`config.mk`:
```
export PLATFORM = sky130hd
export DESIGN_NAME = dsf_drive
export DESIGN_NICKNAME = d
export VERILOG_FILES = /design/src/rtl/dsf_pkg.sv /design/src/rtl/dsf_drive.sv
export SDC_FILE = /design/constraint.sdc
export NUM_CORES = 1
export LEC_CHECK = 0
export BUFFER_PORTS_ARGS = -buffer_cell sky130_fd_sc_hd__buf_2
export CORE_MARGIN = 8
export CORE_UTILIZATION = 50
export CTS_BUF_LIST = sky130_fd_sc_hd__clkbuf_2 sky130_fd_sc_hd__clkbuf_4 sky130_fd_sc_hd__clkbuf_8
export DETAILED_ROUTE_END_ITERATION = 10
export GPL_TIMING_DRIVEN = 1
export PLACE_DENSITY_LB_ADDON = 0.25
export RECOVER_POWER = 100
export SYNTH_ARGS = -nofsm -noshare
export SYNTH_HDL_FRONTEND = slang
export SYNTH_SLANG_ARGS = --single-unit
```
`constraint.sdc`:
```
create_clock -name aclk -period 12.3 [get_ports aclk]
set_input_delay 2.46 -clock aclk [delete_from_list [all_inputs] [get_ports aclk]]
set_output_delay 2.46 -clock aclk [all_outputs]
set_load 0.05 [all_outputs]
```
`src/rtl/dsf_pkg.sv`:
```
// constants and types for the drive stop sequencer and frequency limiter
package dsf_pkg;
  // ==========================================================
  // timing: frequency in 0.01 Hz, times in 0.01 s
  localparam int CLK_NS = 100;
  localparam int TICK_NS = 10_000_000;
  localparam int TICK_CYC = TICK_NS / CLK_NS;
  localparam int RAMP_STEP = 10;
  localparam logic [15:0] DWELL_CS = 16'h0064;
  // ==========================================================
  // register offsets
  localparam logic [7:0] A_CTRL = 8'h00;
  localparam logic [7:0] A_FREF = 8'h04;
  localparam logic [7:0] A_FSTART = 8'h08;
  localparam logic [7:0] A_FMAX = 8'h0C;
  localparam logic [7:0] A_CLO = 8'h10;
  localparam logic [7:0] A_CHI = 8'h14;
  localparam logic [7:0] A_FINJ = 8'h18;
  localparam logic [7:0] A_TOFF = 8'h1C;
  localparam logic [7:0] A_TINJ = 8'h20;
  localparam logic [7:0] A_LVL = 8'h24;
  localparam logic [7:0] A_FDWELL = 8'h28;
  localparam logic [7:0] A_STAT = 8'h2C;
  // ==========================================================
  // reset values and limits
  localparam logic [15:0] RST_FSTART = 16'h0032;
  localparam logic [15:0] RST_FMAX = 16'h1770;
  localparam logic [15:0] RST_CLO = 16'h0032;
  localparam logic [15:0] RST_FINJ = 16'h01F4;
  localparam logic [15:0] RST_TOFF = 16'h000A;
  localparam logic [15:0] RST_TINJ = 16'h0064;
  localparam logic [15:0] RST_LVL = 16'h0032;
  localparam logic [15:0] LIM_FSTART_LO = 16'h0001;
  localparam logic [15:0] LIM_FSTART_HI = 16'h03E8;
  localparam logic [15:0] LIM_FMAX_LO = 16'h0FA0;
  localparam logic [15:0] LIM_FMAX_HI = 16'h9C40;
  localparam logic [15:0] LIM_FINJ = 16'h1770;
  localparam logic [15:0] LIM_TIME = 16'h1770;
  localparam logic [15:0] LIM_LVL = 16'h00C8;
  // ==========================================================
  // stop modes and states
  localparam logic [2:0] M_DEC = 3'h0;
  localparam logic [2:0] M_DCB = 3'h1;
  localparam logic [2:0] M_FREE = 3'h2;
  localparam logic [2:0] M_PB = 3'h4;
  typedef enum logic [4:0] {
    ST_IDLE = 5'h01, ST_RUN = 5'h02, ST_DECEL = 5'h04, ST_BLOCK = 5'h08, ST_INJ = 5'h10
  } dsf_state_t;
  typedef struct packed {
    logic stall_en;
    logic band_en;
    logic [2:0] mode;
    logic run;
  } dsf_ctrl_t;
  typedef struct packed {
    logic [15:0] freq;
    logic en;
    logic inject;
    logic [7:0] level;
  } dsf_drive_t;
endpackage

```
`src/rtl/dsf_drive.sv`:
```
// stop-mode sequencer, frequency limiter and AXI4-Lite register slave
`timescale 1ns/10ps
module dsf_drive #(
  parameter int TICK_CYC = dsf_pkg::TICK_CYC,
  parameter int RAMP_STEP = dsf_pkg::RAMP_STEP
) (
  // clock and reset
  input wire logic aclk,
  input wire logic aresetn,
  // axi4-lite write
  input wire logic awvalid,
  output logic awready,
  input wire logic [7:0] awaddr,
  input wire logic [2:0] awprot,
  input wire logic wvalid,
  output logic wready,
  input wire logic [31:0] wdata,
  input wire logic [3:0] wstrb,
  output logic bvalid,
  input wire logic bready,
  output logic [1:0] bresp,
  // axi4-lite read
  input wire logic arvalid,
  output logic arready,
  input wire logic [7:0] araddr,
  input wire logic [2:0] arprot,
  output logic rvalid,
  input wire logic rready,
  output logic [31:0] rdata,
  output logic [1:0] rresp,
  // pins from the power stage
  input wire logic bus_over_in,
  input wire logic overcur_in,
  // motor drive
  output dsf_pkg::dsf_drive_t drv,
  output logic decel,
  output logic pb_act,
  output logic stall_act
);
  import dsf_pkg::*;
  if (TICK_CYC < 1 || RAMP_STEP < 1 || RAMP_STEP > 1000)
  begin : g_chk
    $error("dsf_drive: bad TICK_CYC or RAMP_STEP");
  end
  // ==========================================================
  // state
  dsf_ctrl_t ctrl_r, ctrl_nxt;
  logic [15:0] fref_r, fref_nxt, fstart_r, fstart_nxt, fmax_r, fmax_nxt;
  logic [15:0] clo_r, clo_nxt, chi_r, chi_nxt, finj_r, finj_nxt;
  logic [15:0] toff_r, toff_nxt, tinj_r, tinj_nxt, lvl_r, lvl_nxt;
  logic [15:0] fdw_r, fdw_nxt, freq_r, freq_nxt, cnt_r, cnt_nxt;
  dsf_state_t st_r, st_nxt;
  logic dwelled_r, dwelled_nxt;
  logic [31:0] tcnt_r, tcnt_nxt;
  dsf_drive_t drv_r, drv_nxt;
  logic dec_r, dec_nxt, pb_r, pb_nxt, stl_r, stl_nxt;
  logic bus1_r, bus2_r, oc1_r, oc2_r;
  logic awg_r, awg_nxt, wg_r, wg_nxt, bv_r, bv_nxt, rv_r, rv_nxt;
  logic [1:0] br_r, br_nxt, rr_r, rr_nxt;
  logic [7:0] awa_r, awa_nxt;
  logic [31:0] wd_r, wd_nxt, rd_r, rd_nxt;
  logic [3:0] ws_r, ws_nxt;
  logic tick, hold, dwell_on;
  logic [15:0] lim, step, wv;
  logic [31:0] old;
  logic ok;
  function automatic logic [31:0] rd_reg(input logic [7:0] a);
    case (a)
      A_CTRL: rd_reg = {26'h0, ctrl_r};
      A_FREF: rd_reg = {16'h0, fref_r};
      A_FSTART: rd_reg = {16'h0, fstart_r};
      A_FMAX: rd_reg = {16'h0, fmax_r};
      A_CLO: rd_reg = ctrl_r.band_en ? {16'h0, clo_r} : 32'h0;
      A_CHI: rd_reg = ctrl_r.band_en ? {16'h0, chi_r} : 32'h0;
      A_FINJ: rd_reg = {16'h0, finj_r};
      A_TOFF: rd_reg = {16'h0, toff_r};
      A_TINJ: rd_reg = {16'h0, tinj_r};
      A_LVL: rd_reg = {16'h0, lvl_r};
      A_FDWELL: rd_reg = {16'h0, fdw_r};
      A_STAT: rd_reg = {11'h0, st_r, freq_r};
      default: rd_reg = 32'h0;
    endcase
  endfunction
  // ==========================================================
  // combinational next state
  always_comb
  begin
    ctrl_nxt = ctrl_r; fref_nxt = fref_r; fstart_nxt = fstart_r; fmax_nxt = fmax_r;
    clo_nxt = clo_r; chi_nxt = chi_r; finj_nxt = finj_r; toff_nxt = toff_r;
    tinj_nxt = tinj_r; lvl_nxt = lvl_r; fdw_nxt = fdw_r;
    awg_nxt = awg_r; wg_nxt = wg_r; bv_nxt = bv_r; rv_nxt = rv_r;
    br_nxt = br_r; rr_nxt = rr_r; awa_nxt = awa_r; wd_nxt = wd_r; ws_nxt = ws_r;
    rd_nxt = rd_r;
    old = 32'h0; wv = 16'h0; ok = 1'b0;
    // bus slave: address and data taken in either order
    if (awvalid && awready)
    begin
      awg_nxt = 1'b1; awa_nxt = {awaddr[7:2], 2'b00};
    end
    if (wvalid && wready)
    begin
      wg_nxt = 1'b1; wd_nxt = wdata; ws_nxt = wstrb;
    end
    if (awg_r && wg_r && !bv_r)
    begin
      old = rd_reg(awa_r);
      for (int i = 0; i < 4; i++)
        if (ws_r[i]) old[i*8 +: 8] = wd_r[i*8 +: 8];
      wv = old[15:0];
      case (awa_r)
        A_CTRL: ok = old[3:1] <= M_PB;
        A_FREF: ok = wv <= fmax_r;
        A_FSTART: ok = wv >= LIM_FSTART_LO && wv <= LIM_FSTART_HI && wv <= fmax_r;
        A_FMAX: ok = wv >= LIM_FMAX_LO && wv <= LIM_FMAX_HI;
        A_CLO: ok = ctrl_r.band_en && wv <= fmax_r;
        A_CHI: ok = ctrl_r.band_en && wv <= fmax_r;
        A_FINJ: ok = wv <= LIM_FINJ && wv <= fmax_r;
        A_TOFF, A_TINJ: ok = wv <= LIM_TIME;
        A_LVL: ok = wv <= LIM_LVL;
        A_FDWELL: ok = wv <= fmax_r;
        default: ok = 1'b0;
      endcase
      if (ok)
      begin
        case (awa_r)
          A_CTRL: ctrl_nxt = old[5:0];
          A_FREF: fref_nxt = wv;
          A_FSTART: fstart_nxt = wv;
          A_FMAX: fmax_nxt = wv;
          A_CLO: clo_nxt = wv;
          A_CHI: chi_nxt = wv;
          A_FINJ: finj_nxt = wv;
          A_TOFF: toff_nxt = wv;
          A_TINJ: tinj_nxt = wv;
          A_LVL: lvl_nxt = wv;
          A_FDWELL: fdw_nxt = wv;
          default: ;
        endcase
      end
      awg_nxt = 1'b0; wg_nxt = 1'b0; bv_nxt = 1'b1;
      br_nxt = ok ? 2'b00 : 2'b10;
    end
    else if (bv_r && bready)
      bv_nxt = 1'b0;
    if (arvalid && arready)
    begin
      rv_nxt = 1'b1; rd_nxt = rd_reg({araddr[7:2], 2'b00});
      rr_nxt = (araddr[7:2] > A_STAT[7:2]) ? 2'b10 : 2'b00;
    end
    else if (rv_r && rready)
      rv_nxt = 1'b0;
  end
  assign awready = !awg_r && !bv_r;
  assign wready = !wg_r && !bv_r;
  assign arready = !rv_r;
  assign bvalid = bv_r;
  assign bresp = br_r;
  assign rvalid = rv_r;
  assign rdata = rd_r;
  assign rresp = rr_r;
  // ==========================================================
  // reference limiter, one path for the bus-written reference fref_r
  always_comb
  begin
    lim = (fref_r > fmax_r) ? fmax_r : fref_r;
    if (ctrl_r.band_en)
    begin
      if (lim < clo_r) lim = clo_r;
      if (lim > chi_r) lim = chi_r;
    end
    if (lim < fstart_r) lim = 16'h0;
  end
  // ==========================================================
  // stop sequencer
  assign tick = tcnt_r == 32'(TICK_CYC - 1);
  assign step = 16'(RAMP_STEP);
  assign hold = pb_r || stl_r;
  assign dwell_on = fdw_r != 16'h0 && !(ctrl_r.mode == M_DCB && fdw_r < finj_r);
  always_comb
  begin
    st_nxt = st_r; freq_nxt = freq_r; cnt_nxt = cnt_r; dwelled_nxt = dwelled_r;
    tcnt_nxt = tick ? 32'h0 : tcnt_r + 32'h1;
    case (st_r)
      ST_IDLE:
      begin
        freq_nxt = 16'h0; dwelled_nxt = 1'b0;
        if (ctrl_r.run) st_nxt = ST_RUN;
      end
      ST_RUN:
      begin
        dwelled_nxt = 1'b0;
        if (!ctrl_r.run)
        begin
          if (ctrl_r.mode == M_FREE)
          begin
            st_nxt = ST_IDLE; freq_nxt = 16'h0;
          end
          else
            st_nxt = ST_DECEL;
        end
        else if (tick)
        begin
          if (freq_r + step <= lim) freq_nxt = freq_r + step;
          else if (freq_r >= lim + step) freq_nxt = freq_r - step;
          else freq_nxt = lim;
        end
      end
      ST_DECEL:
      begin
        if (ctrl_r.run)
          st_nxt = ST_RUN;
        else if (ctrl_r.mode == M_DCB && freq_r <= finj_r)
        begin
          st_nxt = ST_BLOCK; cnt_nxt = 16'h0; freq_nxt = 16'h0;
        end
        else if (freq_r == 16'h0)
          st_nxt = ST_IDLE;
        else if (dwell_on && !dwelled_r && freq_r <= fdw_r)
        begin
          if (cnt_r >= DWELL_CS)
          begin
            dwelled_nxt = 1'b1; cnt_nxt = 16'h0;
          end
          else if (tick) cnt_nxt = cnt_r + 16'h1;
        end
        else if (tick && !hold)
          freq_nxt = (freq_r <= step) ? 16'h0 : freq_r - step;
      end
      ST_BLOCK:
      begin
        if (cnt_r >= toff_r)
        begin
          st_nxt = ST_INJ; cnt_nxt = 16'h0;
        end
        else if (tick) cnt_nxt = cnt_r + 16'h1;
      end
      ST_INJ:
      begin
        if (cnt_r >= tinj_r) st_nxt = ST_IDLE;
        else if (tick) cnt_nxt = cnt_r + 16'h1;
      end
      default: st_nxt = ST_IDLE;
    endcase
    dec_nxt = st_nxt == ST_DECEL;
    pb_nxt = dec_nxt && ctrl_r.mode == M_PB && bus2_r;
    stl_nxt = dec_nxt && ctrl_r.stall_en && ctrl_r.mode != M_PB && oc2_r;
    drv_nxt.freq = freq_nxt;
    drv_nxt.en = st_nxt == ST_RUN || st_nxt == ST_DECEL;
    drv_nxt.inject = st_nxt == ST_INJ;
    // level in percent of rated current
    drv_nxt.level = (st_nxt == ST_INJ) ? lvl_r[7:0] : 8'h0;
  end
  assign drv = drv_r;
  assign decel = dec_r;
  assign pb_act = pb_r;
  assign stall_act = stl_r;
  // ==========================================================
  // registers
  always_ff @(posedge aclk)
  begin
    bus1_r <= bus_over_in; bus2_r <= bus1_r;
    oc1_r <= overcur_in; oc2_r <= oc1_r;
    if (!aresetn)
    begin
      ctrl_r <= '0; fref_r <= 16'h0; fstart_r <= RST_FSTART; fmax_r <= RST_FMAX;
      clo_r <= RST_CLO; chi_r <= RST_FMAX; finj_r <= RST_FINJ; toff_r <= RST_TOFF;
      tinj_r <= RST_TINJ; lvl_r <= RST_LVL; fdw_r <= 16'h0;
      awg_r <= 1'b0; wg_r <= 1'b0; bv_r <= 1'b0; rv_r <= 1'b0;
      br_r <= 2'b00; rr_r <= 2'b00; awa_r <= 8'h0; wd_r <= 32'h0; ws_r <= 4'h0;
      rd_r <= 32'h0;
      st_r <= ST_IDLE; freq_r <= 16'h0; cnt_r <= 16'h0; dwelled_r <= 1'b0;
      tcnt_r <= 32'h0; drv_r <= '0; dec_r <= 1'b0; pb_r <= 1'b0; stl_r <= 1'b0;
    end
    else
    begin
      ctrl_r <= ctrl_nxt; fref_r <= fref_nxt; fstart_r <= fstart_nxt; fmax_r <= fmax_nxt;
      clo_r <= clo_nxt; chi_r <= chi_nxt; finj_r <= finj_nxt; toff_r <= toff_nxt;
      tinj_r <= tinj_nxt; lvl_r <= lvl_nxt; fdw_r <= fdw_nxt;
      awg_r <= awg_nxt; wg_r <= wg_nxt; bv_r <= bv_nxt; rv_r <= rv_nxt;
      br_r <= br_nxt; rr_r <= rr_nxt; awa_r <= awa_nxt; wd_r <= wd_nxt; ws_r <= ws_nxt;
      rd_r <= rd_nxt;
      st_r <= st_nxt; freq_r <= freq_nxt; cnt_r <= cnt_nxt; dwelled_r <= dwelled_nxt;
      tcnt_r <= tcnt_nxt; drv_r <= drv_nxt; dec_r <= dec_nxt; pb_r <= pb_nxt;
      stl_r <= stl_nxt;
    end
  end
  // ==========================================================
  // checks
  AST_RAMP_END: assert property (@(posedge aclk) disable iff (!aresetn)
    st_r == ST_DECEL && !ctrl_r.run && ctrl_r.mode == M_DEC && freq_r == 16'h0
    |=> st_r == ST_IDLE && !drv.en)
    else $error("ramp stop did not halt at zero");
  AST_PB_HOLD: assert property (@(posedge aclk) disable iff (!aresetn)
    pb_r && st_r == ST_DECEL && !ctrl_r.run |=> $stable(freq_r))
    else $error("power braking let frequency fall");
  AST_INJ_START: assert property (@(posedge aclk) disable iff (!aresetn)
    st_r == ST_DECEL && !ctrl_r.run && ctrl_r.mode == M_DCB && freq_r <= finj_r
    |=> st_r == ST_BLOCK && !drv.en && !drv.inject)
    else $error("injection start missed");
  AST_BLOCK_OFF: assert property (@(posedge aclk) disable iff (!aresetn)
    st_r == ST_BLOCK && $past(st_r) == ST_BLOCK |-> !drv.en && !drv.inject)
    else $error("output on during blocking time");
  AST_INJ_END: assert property (@(posedge aclk) disable iff (!aresetn)
    st_r == ST_INJ && cnt_r >= tinj_r |=> st_r == ST_IDLE && !drv.inject)
    else $error("injection overran its duration");
  AST_LEVEL: assert property (@(posedge aclk) disable iff (!aresetn)
    drv.inject && $stable(lvl_r) |-> drv.level == lvl_r[7:0] && lvl_r <= LIM_LVL)
    else $error("injection level wrong");
  AST_FREE: assert property (@(posedge aclk) disable iff (!aresetn)
    st_r == ST_RUN && !ctrl_r.run && ctrl_r.mode == M_FREE |=> !drv.en && drv.freq == 16'h0)
    else $error("free run did not cut output");
  AST_DECEL_ONLY: assert property (@(posedge aclk) disable iff (!aresetn)
    pb_act || stall_act |-> decel && st_r == ST_DECEL)
    else $error("braking aid outside deceleration");
  AST_PRIO: assert property (@(posedge aclk) disable iff (!aresetn)
    ctrl_r.mode == M_PB && $past(ctrl_r.mode) == M_PB |-> !stall_act)
    else $error("stall prevention acted with power braking");
  AST_START: assert property (@(posedge aclk) disable iff (!aresetn)
    lim != 16'h0 |-> lim >= fstart_r)
    else $error("reference below start frequency passed");
  AST_MAX: assert property (@(posedge aclk) disable iff (!aresetn)
    fmax_r >= LIM_FMAX_LO && fmax_r <= LIM_FMAX_HI
    && (!$changed(fref_r) || fref_r <= fmax_r))
    else $error("setting above max frequency accepted");
  AST_BAND: assert property (@(posedge aclk) disable iff (!aresetn)
    ctrl_r.band_en && lim != 16'h0 && clo_r <= chi_r |-> lim >= clo_r && lim <= chi_r)
    else $error("band clamp violated");
endmodule // dsf_drive

```
==> flow_summary_export.csv, run 1 <==
group,metric,value,unit
status,outcome,"finished with violations",
status,violations,"max-capacitance violations, max-slew violations",
final_layout,fillCellCount,4020,
grt,overflow,0,
grt,grt_pass1_vias,21000,
final_layout,layout-drive-gt1-share,11.80,%
synthesis,synthCells,2650,
sta,period_share,95.01,%
synthesis,ys_warn_count,0,
floorplan,rows,75,
synthesis,synth_top_family_by_area,"simple AND/OR/NAND/NOR gates",
clock_network,clockRootBuffer,"clkbuf_8",
hold_path,holdPathStages,0,
synthesis,synth_top_flop_cell,"dfxtp_1",
setup_path,critical_path_class,"reg -> reg",
final_layout,nNetsFinal,3042,
synthesis,syn_area,21280,um^2
floorplan,start_util,50.73,%
setup_path,reg2reg_to,"drv[13]$_SDFFE_PN0P_",
setup_path,critical-path-max-stage-delay,510,ps
floorplan,die_w,222.3,um
sta,setup_violations,0,
floorplan,die-area,49420,um^2
grt,track_usage,35.91,%
synthesis,synthArstFlopShare,0,%
synthesis,yosysUniqueCellTypes,97,
grt,grt_antenna_before_repair,2,
setup_path,reg2regPathDepth,57,
sta,worst_clock_skew,40.32,ps
clock_network,clk_path_buf_depth,3,
route,wirelength,92700,um
power_and_ir_drop,seq_power_share,41.1,%
clock_network,clkTransAtPathRegs,60,ps
floorplan,io_pins,137,
route,first_pass_iters,8,
sta,hold_slack,327.1,ps
synthesis,synth_top_area_share,28.60,%
sta,worst_pin_slew,4067,ps
route,dr.first_iter.drc_count,2495,
setup_path,cp_num_buf_inv,14,
setup_path,cp_top_family,"compound AO/OA/AOI/OAI gates",
sta,slew-limit-headroom,-171.1,%
synthesis,synth_area_per_cell,8.030,um^2
setup_path,critPathMaxFanout,14,
route,drc_errors,0,
hold_path,min_from,"oc1_r$_DFF_P_",
grt,grt_start_max_net_pins,99,
route,via_per_inst,6.581,
place,place_ws,831.2,ps
clock_network,cts_tree,"yes",
place,port_buffers,95,
sta,rsz0062_at_grt,"false",
hold_path,hold_path_class,"reg -> reg",
setup_path,start_kind,"register",
synthesis,yosysTopAreaCell,"dfxtp_1",
setup_path,crit_path_end_kind,"register",
final_layout,largest_register_ffs,32,
synthesis,yosysSeqAreaShare,28.60,%
sta,min_period,11690,ps
setup_path,r2r-start,"fmax_r[15]$_SDFFE_PN0P_",
setup_path,slowest_stage,"a222oi_1",
synthesis,synth-simple-area-share,21.68,%
synthesis,synth_edf_count,0,
power_and_ir_drop,ir_drop,0.09118,mV
clock_network,cts_buffers,56,
power_and_ir_drop,power_frac_clock,43.7,%
hold_path,whs_endpoint,"oc2_r$_DFF_P_",
power_and_ir_drop,swShare,30.65,%
clock_network,cts_hold_buffers,0,
sta,fmax,85.57,MHz
setup_path,r2r_slack,610,ps
flow_run,cap_viol_max_count,5,
sta,report.final.slew_viol_count,153,
synthesis,synth_xor_area_share,2.469,%
place,gp_congestion,1.064,
setup_path,critical_path_arrival,12280,ps
clock_network,clkSinkCount,304,
grt,grt_pass1_wl,135400,um
sta,final-hold-violation-count,0,
power_and_ir_drop,p_switching,0.7599,mW
synthesis,synthMuxAreaShare,7.920,%
route,vias,22140,
floorplan,core-area,41950,um^2
power_and_ir_drop,p_comb_share,15.2,%
synthesis,ys_ff_latch,304,
place,hpwl,70590,um
final_layout,regMostFlops,"tcnt_r",
setup_path,worst_ep_required_time,12890,ps
synthesis,synth_adder_area_share,11.41,%
power_and_ir_drop,power_density,103.6,nW/um^2
route,ant_nets,0,
sta,timing.final.ws_setup,613.8,ps
sta,tns,0,ps
floorplan,die_h,222.3,um
clock_network,htreeDepth,2,
power_and_ir_drop,intPower,1.720,mW
synthesis,synthTopCellsByArea,"dfxtp_1 29%, ha_1 11%, mux2i_1 6.1%, nand2_1 4.8%, a21oi_1 3.7%",
route,wl_per_cell,27.56,um
final_layout,syn2layout_area_growth,12.45,%
synthesis,synth_compound_area_share,21.17,%
power_and_ir_drop,leakagePower,10.49,nW
clock_network,clk_latency,710,ps
## worst register-to-register path: cells and delay by family, from the launching register on
family / cells / cell delay (ps)
buffers and inverters: 14 / 2100
muxes: 2 / 780
and+or+nand+nor: 16 / 2650
AOI/OAI and AO/OA: 19 / 3990
DFF: 1 / 350
adders and majority gates: 6 / 1710
## cell usage in the layout, fill, tap and decap left out, types with 33 or more instances in the layout
master    Yosys  layout
a21o_1       41      41
a21oi_1     157     157
a31oi_1      33      33
and3_1       75      75
buf_2        25      37
buf_4        19     123
clkbuf_1    111      65
clkbuf_8      0      75
dfxtp_1     304     304
ha_1        194     194
inv_1       178     179
mux2i_1     129     124
nand2_1     271     274
nand3_1     133     135
nand4_1      59      59
nor2_1      181     181
nor3_1       37      35
o21ai_0     150     151
xnor2_1      34      34
## per-layer routing
layer	share of wire, %	track usage, %
met5	0.050	0
met4	6.4	21.36
met3	9.8	8.022
met2	43	55.43
met1	40	45.47
## layout make-up
type | count | area, um^2 | area share (%)
diodes | 2 | 5.005 | 0.02092
clock buffers | 90 | 1145 | 4.784
clock inverters | 10 | 105.1 | 0.4392
inverters | 179 | 671.9 | 2.808
multi-input cells | 2011 | 13850 | 57.89
flip-flops and latches | 304 | 6086 | 25.43
well taps | 539 | 674.4 | 2.818
repair buffers | 229 | 1389 | 5.804
## what timing repair did
item / CTS / global route
setup endpoints to repair: 0 / 10
hold endpoints to repair: 0 / 0
buffers inserted: 0 / 3
resized for setup: 0 / 15
## cell usage after synthesis (25+ instances only)
library cell,n
a21oi_1,157
clkbuf_1,111
and3_1,75
nand4_1,59
o211ai_1,29
ha_1,194
a31oi_1,33
a21o_1,41
mux2i_1,129
and2_1,28
dfxtp_1,304
xnor2_1,34
a221oi_1,31
inv_1,178
buf_2,25
nand2_1,271
xor2_1,26
nand3_1,133
nor2_1,181
nor3_1,37
o21ai_0,150
## logic make-up (layout without fill, tap and decap cells)
kind of cell,after synthesis,after routing
other cells,1,15
buf+inv,347,508
xor+xnor,60,60
compound gates,664,664
fa+ha+maj,194,194
mux,154,154
flops,304,304
simple gates,926,926
## stage by stage
stage               cell area, um^2  total power [mW]  utilization (%)  cells
finish                        23930             2.480            57.05   3364
global route                  23920             2.549            57.04   3362
CTS                           24020             2.476            57.26   3359
detailed placement            22770             1.406            54.28   3259
global placement              22770             1.402            54.28   3259
floorplan                     21330             1.270                -   2662
## power groups by stage
stage               logic, mW  registers [mW]  clock network, mW
floorplan               0.217            1.05                  0
global placement        0.364            1.04                  0
detailed placement      0.366            1.04                  0
CTS                     0.368            1.02               1.09
global route            0.394            1.02               1.14
finish                  0.376            1.02               1.08
## worst max path at each step
| stage | startpoint | to | slack (ps) | depth (start not counted) |
|---|---|---|---|---|
| finish | fmax_r[15]$_SDFFE_PN0P_ | drv[13]$_SDFFE_PN0P_ | 610 | 57 |
| global placement | fmax_r[12]$_SDFFE_PN1P_ | drv[20]$_SDFFE_PN0P_ | 1010 | 54 |
| CTS | fmax_r[15]$_SDFFE_PN0P_ | drv[16]$_SDFFE_PN0P_ | 750 | 59 |
| floorplan | fmax_r[15]$_SDFFE_PN0P_ | drv[11]$_SDFFE_PN0P_ | 1210 | 57 |
| detailed placement | fmax_r[15]$_SDFFE_PN0P_ | drv[16]$_SDFFE_PN0P_ | 830 | 58 |
| global route | fmax_r[15]$_SDFFE_PN0P_ | drv[17]$_SDFFE_PN0P_ | 20 | 60 |
(Power assumes the default switching activity.)
==> inputs of run 2 (changes only) <==
--- a/config.mk
+++ b/config.mk
@@ -5,6 +5,7 @@
 export SDC_FILE = /design/constraint.sdc
 export NUM_CORES = 1
 export LEC_CHECK = 0
+export ABC_AREA = 1
 export BUFFER_PORTS_ARGS = -buffer_cell sky130_fd_sc_hd__buf_2
 export CORE_MARGIN = 8
 export CORE_UTILIZATION = 50
==> run 2 against run 1 <==
Against the previous run:
- the flow still finishes with violations (max-capacitance violations, max-slew violations)
- combinational power fell by 37%
- clock skew rose by 8.9 ps
- wire length fell by 7.8%
- utilization fell by 2.0 points
- critical path depth fell by 2
- register-to-register slack improved by 230 ps
- worst hold slack got worse by 2.1 ps
- synthesized cell count rose by 10%
- total power fell by 5.8%
- die area fell by 4.2%
- largest power group unchanged
==> flow_summary_export.csv, run 2 <==
group,metric,value,unit
route,dr_wl_met3,8030,um
route,wl_met2,37590,um
final_layout,regMostFlops,"tcnt_r",
route,wl_met1,34620,um
power_and_ir_drop,finalPower,2.336,mW
grt,track_usage,34.85,%
final_layout,layout-drive-gt1-share,7.444,%
status,violations,"max-capacitance violations, max-slew violations",
clock_network,post-cts-setup-buffer-count,0,
status,outcome,"finished with violations",
clock_network,htreeDepth,2,
route,dr.first_iter.drc_count,2419,
clock_network,cts_resized,0,
hold_path,hold_path_class,"reg -> reg",
synthesis,ys_warn_count,0,
synthesis,synth-simple-area-share,23.86,%
route,first_pass_iters,8,
floorplan,die_w,217.5,um
synthesis,synthMuxAreaShare,0,%
floorplan,start_util,50.19,%
sta,fmax,87.25,MHz
place,gp_congestion,0.9825,
power_and_ir_drop,power_density,105.0,nW/um^2
hold_path,holdPathStages,0,
clock_network,clkSinkCount,304,
clock_network,clk_latency,700,ps
setup_path,start_kind,"register",
sta,slew-limit-headroom,-146.3,%
synthesis,ys_ff_latch,304,
setup_path,critical_path_arrival,11870,ps
final_layout,largest_register_ffs,32,
floorplan,rows,74,
power_and_ir_drop,ir_drop,0.09487,mV
synthesis,synth_xor_area_share,1.811,%
final_layout,nNetsFinal,3254,
synthesis,synth_adder_area_share,11.95,%
grt,grt_pass1_vias,20440,
power_and_ir_drop,leakagePower,9.539,nW
route,ant_nets,0,
sta,worst_clock_skew,49.17,ps
synthesis,yosysTopAreaCell,"dfxtp_1",
sta,report.final.slew_viol_count,234,
clock_network,clockRootBuffer,"clkbuf_8",
synthesis,synth_compound_area_share,22.26,%
grt,grt_start_max_net_pins,91,
route,via_per_inst,6.131,
synthesis,yosysUniqueCellTypes,60,
synthesis,yosysSeqAreaShare,29.97,%
final_layout,layout.cells.most_common,"nand2_1",
setup_path,critical_path_class,"reg -> reg",
synthesis,synthCells,2927,
grt,grt_pass1_wl,126200,um
place,hpwl,64840,um
route,drc_errors,0,
clock_network,clkTransAtPathRegs,60,ps
synthesis,synth_common_cells,"498 x nand2_1, 332 x inv_1, 304 x dfxtp_1",
final_layout,syn2layout_area_growth,9.606,%
setup_path,crit_top_cell,"nand2_1",
grt,overflow,0,
synthesis,synth_top_family_by_area,"simple AND/OR/NAND/NOR gates",
synthesis,synthTopCellsByArea,"dfxtp_1 30%, ha_1 12%, nand2_1 9.2%, a21oi_1 6.8%, inv_1 6.1%",
place,port_buffers,95,
sta,tns,0,ps
sta,timing.final.ws_setup,839.1,ps
synthesis,synthArstFlopShare,0,%
final_layout,antenna_cells,0,
flow_run,cap_viol_max_count,6,
clock_network,cts_tree,"yes",
synthesis,synth_edf_count,0,
clock_network,cts_hold_buffers,0,
synthesis,synth_top_area_share,29.97,%
setup_path,worst_ep_required_time,12710,ps
floorplan,die-area,47320,um^2
floorplan,core-area,40460,um^2
setup_path,critPathMaxFanout,31,
floorplan,die_h,217.5,um
grt,grt_antenna_before_repair,1,
sta,period_share,93.18,%
route,top_layer,"met5",
route,vias,21880,
route,wl_per_cell,23.94,um
place,placed_cell_area,21160,um^2
place,place_ws,837.1,ps
synthesis,syn_area,20310,um^2
synthesis,synthMostInstantiatedCell,"nand2_1",
setup_path,slowest_stage,"o21ai_0",
sta,worst_pin_slew,3694,ps
synthesis,synth_top_flop_cell,"dfxtp_1",
setup_path,reg2regPathDepth,55,
setup_path,crit_path_end_kind,"register",
sta,final-hold-violation-count,0,
synthesis,synth_area_per_cell,6.938,um^2
final_layout,most-common-layout-cells,"498 x nand2_1, 333 x inv_1, 303 x dfxtp_1",
floorplan,io_pins,137,
final_layout,post-route-cell-area,22260,um^2
sta,min_period,11460,ps
setup_path,critical-path-max-stage-delay,680,ps
route,wirelength,85430,um
sta,rsz0062_at_grt,"false",
clock_network,clk_path_buf_depth,3,
sta,setup_violations,0,
clock_network,cts_buffers,55,
run 2: cell types whose count changed after synthesis, moves of 78 or more:
cell / before / now
a21oi_1: 157 / 276
inv_1: 178 / 332
mux2i_1: 129 / 0
nand2_1: 271 / 498
nor2_1: 181 / 291
nor3_1: 37 / 117
o22ai_1: 8 / 86
run 2: layout make-up:
cell class / instances / area [um^2]
Clock buffer: 87 / 1116
Timing Repair Buffer: 141 / 745.7
Multi-Input combinational cell: 2131 / 12160
Fill cell: 4073 / 18200
Tap cell: 532 / 665.6
Sequential cell: 304 / 6087
Clock inverter: 13 / 132.6
Inverter: 360 / 1353
run 2: through the flow:
stage | hold WS [ps] | std cells | utilization (%)
5_1_grt | 339.4 | 3568 | 55.01
6_report | 325.1 | 3568 | 55.01
3_3_place_gp | 311.2 | 3468 | 52.29
2_1_floorplan | 309.6 | 2939 | -
4_1_cts | 328.3 | 3568 | 55.38
3_5_place_dp | 314.3 | 3468 | 52.29
run 2: routing by layer:
metal / GRT usage, % / vias to the layer above
met5: 0 / -
li1: - / 10210
met3: 6.838 / 270
met4: 18.24 / 2
met2: 55.20 / 1188
met1: 44.50 / 10210
run 2: final timing paths:
| kind | start | slack (ps) | to |
|---|---|---|---|
| worst max-delay path | fmax_r[13]$_SDFFE_PN0P_ | 840 | drv[11]$_SDFFE_PN0P_ |
| worst max register to register | fmax_r[13]$_SDFFE_PN0P_ | 840 | drv[11]$_SDFFE_PN0P_ |
| worst min register to register | bus1_r$_DFF_P_ | 330 | bus2_r$_DFF_P_ |
| worst min-delay path | bus1_r$_DFF_P_ | 330 | bus2_r$_DFF_P_ |
run 2: cell families after synthesis:
kind of cell,count (synthesis)
and+or+nand+nor,1117
adders and majority gates,194
DFF,304
other,1
buffers and inverters,504
AOI/OAI and AO/OA,765
xor gates and xnor gates,42
run 2: worst max-delay path: cells and delay by family (launching register included):
family | cells | cell delay (ps)
AO/OA/AOI/OAI | 19 | 4100
AND/OR/NAND/NOR | 23 | 3830
adder cells (fa/ha/maj) | 6 | 1550
buffers and inverters | 6 | 1180
XOR/XNOR | 1 | 150
flip-flops | 1 | 360
run 2: report_power, final:
part / leakage, nW / total, mW / switching, mW / internal (mW)
combinational: 6.42 / 0.238 / 0.186 / 0.0521
sequential: 2.46 / 1.01 / 0.0106 / 0.998
clock: 0.660 / 1.09 / 0.471 / 0.619
total: 9.54 / 2.34 / 0.667 / 1.67
